### config.mk
export PLATFORM = sky130hd
export DESIGN_NAME = bus_test_fixture_monitor
export DESIGN_NICKNAME = d
export VERILOG_FILES = /design/src/pkg/fixture_pkg.sv /design/src/core/bus_test_fixture_monitor.sv
export SDC_FILE = /design/constraint.sdc
export NUM_CORES = 1
export LEC_CHECK = 0
export BUFFER_PORTS_ARGS = -buffer_cell sky130_fd_sc_hd__buf_4
export CAP_MARGIN = 40
export CORE_MARGIN = 8
export CORE_UTILIZATION = 50
export DETAILED_ROUTE_END_ITERATION = 10
export PLACE_DENSITY = 0.7
export SLEW_MARGIN = 10
export SYNTH_ARGS = -nofsm -noshare
export SYNTH_HDL_FRONTEND = slang
export SYNTH_SLANG_ARGS = --single-unit
### constraint.sdc
create_clock -name clk -period 10.3 [get_ports clk]
set_clock_uncertainty 0.1 [all_clocks]
set_input_delay 1.545 -clock clk [delete_from_list [all_inputs] [get_ports clk]]
set_output_delay 1.545 -clock clk [all_outputs]
set_load 0.05 [all_outputs]
### src/pkg/fixture_pkg.sv
// Constants and carrier types for the bus test fixture monitor
`default_nettype none
package fixture_pkg;

  localparam int unsigned CLK_PERIOD_NS    = 40;
  // Restart pulse length on the host reset line
  localparam int unsigned RESTART_PULSE_NS = 1000;
  localparam int unsigned RESTART_CYCLES   =
    (RESTART_PULSE_NS + CLK_PERIOD_NS - 1) / CLK_PERIOD_NS;
  localparam int unsigned RST_CNT_W        = 6;

  // Fixture RAM overlay, 32 bytes at the top of memory
  localparam logic [15:0] RAM_BASE      = 16'hFFE0;
  localparam int unsigned RAM_DEPTH     = 32;
  localparam int unsigned RAM_IDX_W     = 5;
  // Restart vector location fetched after a host reset
  localparam logic [15:0] RESTART_VEC   = 16'hFFFE;
  // Fixture PROM overlay window
  localparam logic [15:0] PROM_BASE     = 16'h9000;
  localparam logic [15:0] PROM_MASK     = 16'hFF00;

  // Reset values of the fixture state
  localparam logic [15:0] ADDR_LED_RST  = 16'h0000;
  localparam logic [7:0]  DATA_LED_RST  = 8'h00;
  localparam logic [7:0]  RAM_RST       = 8'h00;

  typedef enum logic [1:0] {
    ST_IDLE = 2'b00,
    ST_EXAM = 2'b01,
    ST_DEP  = 2'b10
  } fix_state_t;

  // Observed host bus; data is the resolved bus level
  typedef struct packed {
    logic [15:0] addr;
    logic [7:0]  data;
    logic        rw;
    logic        vma;
    logic        opfetch;
    logic        ifetch;
    logic        ba;
  } host_bus_t;

  // Front panel; push controls are one-cycle pulses
  typedef struct packed {
    logic [7:0]  data_entry_switches;
    logic [15:0] address_entry_switches;
    logic        stop;
    logic        start;
    logic        step;
    logic        examine;
    logic        deposit;
    logic        restart;
    logic        latch_data;
    logic        latch_addr;
    logic        prom_en;
    logic        ram_en;
    logic        data_break;
    logic        addr_break;
    logic        opcode_capture_select;
  } panel_t;

  // What the fixture drives onto the host bus
  typedef struct packed {
    logic [15:0] addr;
    logic        addr_oe;
    logic [7:0]  data;
    logic        data_oe;
    logic        rw;
    logic        vma;
  } fixture_drive_t;

endpackage : fixture_pkg
`default_nettype wire

### src/core/bus_test_fixture_monitor.sv
// Front-panel bus test fixture: run control, examine/deposit, latches, breaks, overlays
`default_nettype none
module bus_test_fixture_monitor
  import fixture_pkg::*;
(
  input  wire logic           clk,
  input  wire logic           reset,
  input  wire host_bus_t      host_bus,
  input  wire panel_t         panel,
  output fixture_drive_t      fix_drive,
  output logic                run_halt_n,
  output logic                host_reset_n,
  output logic                host_rom_block_line,
  output logic                host_mem_block_n,
  output logic                bus_free_indicator,
  output logic [15:0]         address_leds,
  output logic [7:0]          data_leds
);

  typedef struct packed {
    fix_state_t                  fsm;
    logic                        run;
    logic                        step_arm;
    logic [RST_CNT_W-1:0]        rst_cnt;
    logic [15:0]                 op_addr;
    logic [7:0]                  op_data;
    logic [15:0]                 addr_led;
    logic [7:0]                  data_led;
    logic                        bus_free;
    logic                        rom_block;
    logic [RAM_DEPTH-1:0][7:0]   ram;
  } state_t;

  state_t s_q;
  state_t s_d;

  function automatic logic in_ram(input logic [15:0] a);
    in_ram = (a >= RAM_BASE);
  endfunction : in_ram

  function automatic logic in_prom(input logic [15:0] a);
    in_prom = ((a & PROM_MASK) == PROM_BASE);
  endfunction : in_prom

  // Small fixed PROM image: a branch-to-self loop
  function automatic logic [7:0] prom_byte(input logic [15:0] a);
    prom_byte = a[0] ? 8'hFE : 8'h20;
  endfunction : prom_byte

  logic        fix_cyc;
  logic        host_cyc;
  logic        cyc_valid;
  logic [15:0] cyc_addr;
  logic        cyc_rw;
  logic [7:0]  cyc_data;
  logic        ram_hit;
  logic        prom_hit;
  logic        overlay_read;
  logic        halted;
  logic        addr_match;
  logic        data_match_wr;

  always_comb begin
    fix_cyc       = (s_q.fsm == ST_EXAM) || (s_q.fsm == ST_DEP);
    host_cyc      = host_bus.vma && !host_bus.ba;
    cyc_valid     = fix_cyc || host_cyc;
    cyc_addr      = fix_cyc ? s_q.op_addr : host_bus.addr;
    cyc_rw        = fix_cyc ? (s_q.fsm == ST_EXAM) : host_bus.rw;
    cyc_data      = (s_q.fsm == ST_DEP) ? s_q.op_data : host_bus.data;
    ram_hit       = panel.ram_en && in_ram(cyc_addr);
    prom_hit      = panel.prom_en && in_prom(cyc_addr);
    overlay_read  = cyc_valid && cyc_rw && (ram_hit || prom_hit);
    halted        = host_bus.ba && !s_q.run;
    addr_match    = host_cyc && (host_bus.addr == panel.address_entry_switches);
    data_match_wr = host_cyc && !host_bus.rw && (host_bus.data == panel.data_entry_switches);
  end

  always_comb begin
    s_d = s_q;
    s_d.bus_free  = host_bus.ba;
    s_d.rom_block = panel.prom_en;

    // Run control; breaks win over start in the same cycle
    if (panel.start) begin
      s_d.run      = 1'b1;
      s_d.step_arm = 1'b0;
    end
    if (panel.step && !s_q.run) begin
      s_d.run      = 1'b1;
      s_d.step_arm = 1'b1;
    end
    // Halt line drops during the stepped instruction so it halts at its end
    if (s_q.step_arm && host_cyc && host_bus.opfetch) begin
      s_d.run      = 1'b0;
      s_d.step_arm = 1'b0;
    end
    if (panel.data_break && data_match_wr) begin
      s_d.run = 1'b0;
    end
    if (panel.addr_break && addr_match) begin
      s_d.run = 1'b0;
    end
    if (panel.stop) begin
      s_d.run      = 1'b0;
      s_d.step_arm = 1'b0;
    end

    // Restart pulse
    if (panel.restart) begin
      s_d.rst_cnt = RST_CNT_W'(RESTART_CYCLES);
    end else if (s_q.rst_cnt != '0) begin
      s_d.rst_cnt = s_q.rst_cnt - 1'b1;
    end

    // Overlay RAM writes from host or deposit
    if (cyc_valid && !cyc_rw && ram_hit) begin
      s_d.ram[cyc_addr[RAM_IDX_W-1:0]] = cyc_data;
    end

    // Indicator latches, hold otherwise
    if (host_cyc) begin
      if (panel.latch_data) begin
        if (addr_match) begin
          s_d.data_led = host_bus.data;
        end
      end else if (panel.opcode_capture_select ? host_bus.opfetch : host_bus.ifetch) begin
        s_d.data_led = host_bus.data;
      end
      if (panel.latch_addr) begin
        if (data_match_wr) begin
          s_d.addr_led = host_bus.addr;
        end
      end else if (panel.opcode_capture_select ? host_bus.opfetch : host_bus.ifetch) begin
        s_d.addr_led = host_bus.addr;
      end
    end

    // Examine / deposit sequencer, one bus cycle each
    unique case (s_q.fsm)
      ST_IDLE: begin
        if (halted && panel.examine) begin
          s_d.fsm     = ST_EXAM;
          s_d.op_addr = panel.address_entry_switches;
        end else if (halted && panel.deposit) begin
          s_d.fsm     = ST_DEP;
          s_d.op_addr = panel.address_entry_switches;
          s_d.op_data = panel.data_entry_switches;
        end
      end
      ST_EXAM: begin
        s_d.data_led = host_bus.data;
        s_d.fsm      = ST_IDLE;
      end
      ST_DEP: begin
        s_d.fsm = ST_IDLE;
      end
      default: begin
        s_d.fsm = ST_IDLE;
      end
    endcase
  end

  always_ff @(posedge clk or posedge reset) begin
    if (reset) begin
      s_q.fsm       <= ST_IDLE;
      s_q.run       <= 1'b1;
      s_q.step_arm  <= 1'b0;
      s_q.rst_cnt   <= '0;
      s_q.op_addr   <= ADDR_LED_RST;
      s_q.op_data   <= DATA_LED_RST;
      s_q.addr_led  <= ADDR_LED_RST;
      s_q.data_led  <= DATA_LED_RST;
      s_q.bus_free  <= 1'b0;
      s_q.rom_block <= 1'b0;
      s_q.ram       <= {RAM_DEPTH{RAM_RST}};
    end else begin
      s_q <= s_d;
    end
  end

  // Bus drive: own cycles from flops, overlay answers decoded per cycle
  always_comb begin
    fix_drive.addr    = s_q.op_addr;
    fix_drive.addr_oe = fix_cyc;
    fix_drive.rw      = (s_q.fsm != ST_DEP);
    fix_drive.vma     = fix_cyc;
    fix_drive.data_oe = (s_q.fsm == ST_DEP) || overlay_read;
    if (s_q.fsm == ST_DEP) begin
      fix_drive.data = s_q.op_data;
    end else if (ram_hit) begin
      fix_drive.data = s_q.ram[cyc_addr[RAM_IDX_W-1:0]];
    end else if (prom_hit) begin
      fix_drive.data = prom_byte(cyc_addr);
    end else begin
      fix_drive.data = 8'h00;
    end
  end

  assign run_halt_n          = s_q.run;
  assign host_reset_n        = (s_q.rst_cnt == '0);
  assign host_rom_block_line = !s_q.rom_block;
  assign host_mem_block_n    = !(cyc_valid && ram_hit);
  assign bus_free_indicator  = s_q.bus_free;
  assign address_leds        = s_q.addr_led;
  assign data_leds           = s_q.data_led;

  a_stop_halts: assert property (@(posedge clk) disable iff (reset)
    panel.stop |=> !run_halt_n) else $error("stop did not drop run/halt");

  a_start_runs: assert property (@(posedge clk) disable iff (reset)
    panel.start && !panel.stop && !(panel.data_break && data_match_wr) && !(panel.addr_break && addr_match)
    && !(s_q.step_arm && host_cyc && host_bus.opfetch)
    |=> run_halt_n) else $error("start did not release run/halt");

  a_step_once: assert property (@(posedge clk) disable iff (reset)
    s_q.step_arm && host_cyc && host_bus.opfetch && !panel.start |=> !run_halt_n && !s_q.step_arm)
    else $error("step did not halt after one opcode");

  a_bus_free: assert property (@(posedge clk) disable iff (reset)
    1'b1 |=> bus_free_indicator == $past(host_bus.ba)) else $error("bus-free light wrong");

  a_examine_seq: assert property (@(posedge clk) disable iff (reset)
    s_q.fsm == ST_IDLE && halted && panel.examine |=> fix_drive.addr_oe && fix_drive.rw
    && fix_drive.addr == $past(panel.address_entry_switches) ##1 !fix_drive.addr_oe)
    else $error("examine cycle malformed");

  a_deposit_seq: assert property (@(posedge clk) disable iff (reset)
    s_q.fsm == ST_IDLE && halted && !panel.examine && panel.deposit |=> fix_drive.data_oe && !fix_drive.rw
    && fix_drive.data == $past(panel.data_entry_switches)) else $error("deposit cycle malformed");

  a_restart_len: assert property (@(posedge clk) disable iff (reset)
    panel.restart ##1 !panel.restart [*8] |-> !host_reset_n) else $error("restart pulse too short");

  a_addr_latch: assert property (@(posedge clk) disable iff (reset)
    panel.latch_addr && data_match_wr |=> address_leds == $past(host_bus.addr))
    else $error("write address not latched");

  a_data_break: assert property (@(posedge clk) disable iff (reset)
    panel.data_break && data_match_wr |=> !run_halt_n) else $error("data break did not halt");

  a_addr_break: assert property (@(posedge clk) disable iff (reset)
    panel.addr_break && addr_match |=> !run_halt_n) else $error("address break did not halt");

  a_ram_overlay: assert property (@(posedge clk) disable iff (reset)
    host_cyc && host_bus.rw && panel.ram_en && host_bus.addr >= RAM_BASE |-> fix_drive.data_oe
    && !host_mem_block_n) else $error("RAM overlay did not answer");

  a_leds_hold: assert property (@(posedge clk) disable iff (reset)
    !host_cyc && s_q.fsm != ST_EXAM |=> $stable(data_leds) && $stable(address_leds))
    else $error("lights changed without a bus event");

endmodule : bus_test_fixture_monitor
`default_nettype wire

; Word-level counts from Yosys, hierarchy flattened
; Index checks and enable logic that the tools add are counted.
[classes]
addsub = 1
bitwise_logic = 1
eq_ne = 9
n_lt_le_gt_ge = 3
reduce_logical = 44
n_mux = 34
[op_table]
columns = cell, count
row1 = bitwise mux 256 bit, 1
row2 = two-way mux 8 bit, 12
row3 = two-way mux 16 bit, 5
row4 = binary-select mux 8 bit (select 5 bit), 1
row5 = demux 8 bit (select 5 bit), 1
row6 = two-way mux 24 bit, 1
row7 = logical AND 1 bit, 20
row8 = == test 16 bit, 1
row9 = "greater-or-equal comparator 16 bit, second input constant", 1
row10 = two-way mux 2 bit, 7
row11 = two-way mux 6 bit, 2
row12 = nonzero test 6 bit, 2
row13 = AND reduction 3 bit, 3
row14 = == test 8 bit, 1
row15 = "== test 8 bit, second input constant", 1
row16 = nonzero test 2 bit, 4
row17 = logical NOT 1 bit, 6
row18 = logical NOT 6 bit, 1
row19 = "< comparator 5 x 6 -> 1 bit, second input constant", 1
row20 = "subtractor 6 x 1 -> 6 bit, second input constant", 1
row21 = "greater-or-equal comparator 5 x 1 -> 1 bit, second input constant", 1
row22 = logical OR 1 bit, 4
row23 = two-way mux 1 bit, 4
row24 = nonzero test 4 bit, 1
row25 = other kinds (10), 10
[totals]
output_inout_bits = 57
inputBits = 68
ff_bits = 316
word_cells = 134

; Depth between registers and ports, before layout
[depth]
word_depth = 8
depth_mapped = 12
depth_no_buf = 8

; Worst setup path before layout
; OpenSTA, ideal clock, no wires.
[synth_path]
path_type = input -> output
start = in host_bus[14] (netlist name)
end = out fix_drive[3] (netlist name)
arrival_time_ns = 3.972
stages = 6
path_slack_ns = 4.683
required_ns = 8.655
path_buffers = 1
path_cell_list = mux2i_1 > clkbuf_1 > mux4_2 > o22a_1 > nand3_1 > o31ai_1
[synth_lines]
columns = element, line_no
row1 = start: declaration, bus_test_fixture_monitor.sv:8  ; input wire host_bus_t host_bus,
row2 = end: declaration, bus_test_fixture_monitor.sv:10  ; output fixture_drive_t fix_drive,

==> results_dict.tcl <==
set metrics [dict create \
    vias 9816 \
    cts.path.max_buffers 3 \
    path_clk_slew_ns 0.06 \
    die_area_sq_um 36770 \
    cp_max_fo 45 \
    path_depth 11 \
    cts_tree "done" \
    r2r_slack_ns 5.98 \
    num_rows 64 \
    clockRootBuffer "clkbuf_16" \
    antenna_found_initial 0 \
    cp_top_family "buffers and inverters" \
    finalHoldViolCount 0 \
    max_clock_freq_mhz 164.7 \
    track_usage 0.2171 \
    clock-sinks 316 \
    cts_resized 0 \
    async_reset_ff_frac 1.000 \
    wl_per_cell_um 24.23 \
    syn_inst 1133 \
    first_pass_iters 5 \
    finalCritPeriodShare 0.5896 \
    gp_congestion 0.8482 \
    grt_pass1_wl_mm 61.89 \
    synth_edf_count 0 \
    path_buf_inv 5 \
    worstPathArrival_ns 4.43 \
    path_common_cell "buf_4" \
    peakVddDrop_v 0.00009671 \
    start_util 0.5063 \
    slew_headroom 0.2671 \
    ys.flop_type "dfrtp_1" \
    crit_slowest_cell "a2111oi_0" \
    clock_latency_ns 0.52 \
    cp-end-kind "output port" \
    cp-start-kind "flip-flop" \
    nFillCells 2417 \
    avgSynthCellArea_sq_um 13.63 \
    portBuffers 124 \
    critPathLaunch "s_q[314]" \
    cts_setup_buffers 0 \
    ys_ff_latch 316 \
    cap_violations 0 \
    min_path_type "flip-flop to flip-flop" \
    rsz0062_at_grt "no" \
    endpoint "fix_drive[9]" \
    hold_slack_ns 0.4000 \
    synth_top_area_share 0.5103 \
    cpPeakStageDelay_ns 0.83 \
    crit_required_ns 8.66 \
    crit_chain "inv_1, ha_1, buf_4, mux2i_4, buf_4, buf_16, mux4_2, a2111oi_0, nand2_1, a2bb2oi_1, buf_4" \
    hpwl_mm 26.85 \
    setup_violations 0 \
    synth-seq-area-share 0.5120 \
    numCtsBuffers 35 \
    worst_slew_pin_slew_ns 1.099 \
    drt_wl_total_mm 39.56 \
    p_per_area_nw_per_um2 225.4 \
    drc 0 \
    synth_top_cells_by_area "dfrtp_1 (51%), mux2_2 (23%), mux4_2 (6.0%)" \
    fin_util 0.5794 \
    synth_cell_types 65 \
    yosysWarnings 0 \
    report.final.slew_viol_count 0 \
    drtAntennaViolNets 0 \
    routed_via_density 6.011 \
    syn2layout_area_growth_pct 14.43 \
    synth_top_area_cell "dfrtp_1" \
    p_leak_nw 8.245 \
    ctsHoldBuffers 0 \
    grt_overflow 0 \
    drt_iter0_drc 773 \
    final.min_clock_period_ns 6.073 \
    setup.worst_path.class "flip-flop to output port" \
    rr_endpoint "s_q[13]" \
    first_global_vias 10350 \
    grt_max_degree 187 \
    fin_nets 1286 \
    core_sq_um 30510 \
    r2r_cells 8 \
    syn-num-nets 1205 \
    outcome "completed" \
    r2r_start "s_q[314]" \
    synth.cell_area_sq_um 15450 \
    fp.dieW_um 191.8 \
    setup_tns_ns 0 \
    die_h_um 191.8 \
    io_pins 125 \
    n_antenna_cell 0 \
    final_layout_size_suffix_gt1_frac 0.4818 \
    htreeDepth 2 \
]
## cells in the mapped netlist (3+ instances only)
cell and n:
nor2_4 27, a21oi_1 17, nor2_1 20, o31ai_1 4, nand2_1 43, xor2_1 24
a22o_1 6, a211oi_1 5, dfrtp_1 315, o22ai_1 21, nor4_1 7, nand4_1 8
ha_1 4, mux2i_1 30, buf_6 6, o22a_1 4, nor2b_1 9, o21ai_0 18
nand2b_1 9, nand3_1 12, mux4_2 41, nor3b_1 4, buf_2 11, nor3_1 19
mux2_2 310, inv_1 16, a22oi_1 8, or2_1 3, clkbuf_1 34, buf_4 50
## state kept, by name, indices dropped and copies added, names as in the netlist
name	count
address_leds	16
bus_free_indicator	1
s_q	274
data_leds	8
fix_drive	16
run_halt_n	1
## metrics by stage
| step | instances | cell area (sq um) | setup WS [ns] | power (mW) |
|---|---|---|---|---|
| after floorplan | 1133 | 15450 | 4.445 | 2.424 |
| after global placement | 1566 | 16430 | 4.088 | 2.731 |
| after detailed placement | 1572 | 16540 | 4.360 | 2.773 |
| after CTS | 1632 | 17660 | 4.262 | 4.011 |
| after global routing | 1633 | 17680 | 4.120 | 4.147 |
| final | 1633 | 17680 | 4.227 | 3.984 |
## worst min-delay path by stage
stage | startpoint | end | slack, ns | cells after the start
global route | s_q[18] | s_q[18] | 0.40 | 1
detailed placement | s_q[312] | s_q[312] | 0.38 | 1
CTS | s_q[312] | s_q[312] | 0.39 | 1
floorplan | s_q[312] | s_q[312] | 0.35 | 1
finish | s_q[18] | s_q[18] | 0.40 | 1
global placement | s_q[312] | s_q[312] | 0.38 | 1
## kinds of logic after synthesis
family          after synthesis  synth area share
buf+inv                     119           0.04488
xor+xnor                     25           0.01418
mux                         382            0.3062
simple gates                175           0.06885
fa+ha+maj                     4          0.003240
compound gates              112           0.05063
flops                       316            0.5120
## report_power, final
part / internal (mW) / total, mW / switching, mW
sequential: 1.33 / 1.40 / 0.0756
combinational: 0.431 / 1.35 / 0.920
clock: 0.736 / 1.23 / 0.495
total: 2.49 / 3.98 / 1.49
## layer usage
layer  up-vias  share of wire  track usage
met5         -              0            0
met4         0          0.031      0.07815
met3        74          0.085      0.06209
met2       328           0.46       0.3381
met1      5138           0.43       0.2868
li1       4276              -            -
## cell usage in the layout (no fill, tap or decap), drive strengths merged, types with 16 or more instances in the layout
master and count:
dfrtp 315, mux2 311, buf 147, clkbuf 51
nor2 49, nand2 43, mux4 41, mux2i 30
xor2 24, o22ai 21, nor3 20, o21ai 20
a21oi 17, inv 16
## cell type report
class | instances | area, sq um | share of cell area
clock buffers | 51 | 1017 | 0.05755
inverters | 16 | 63.81 | 0.003610
clock inverters | 9 | 110.1 | 0.006229
repair buffers | 147 | 1177 | 0.06661
well taps | 396 | 495.5 | 0.02803
flip-flops and latches | 316 | 7909 | 0.4474
multi-input cells | 698 | 6903 | 0.3905
(Power assumes the default switching activity.)
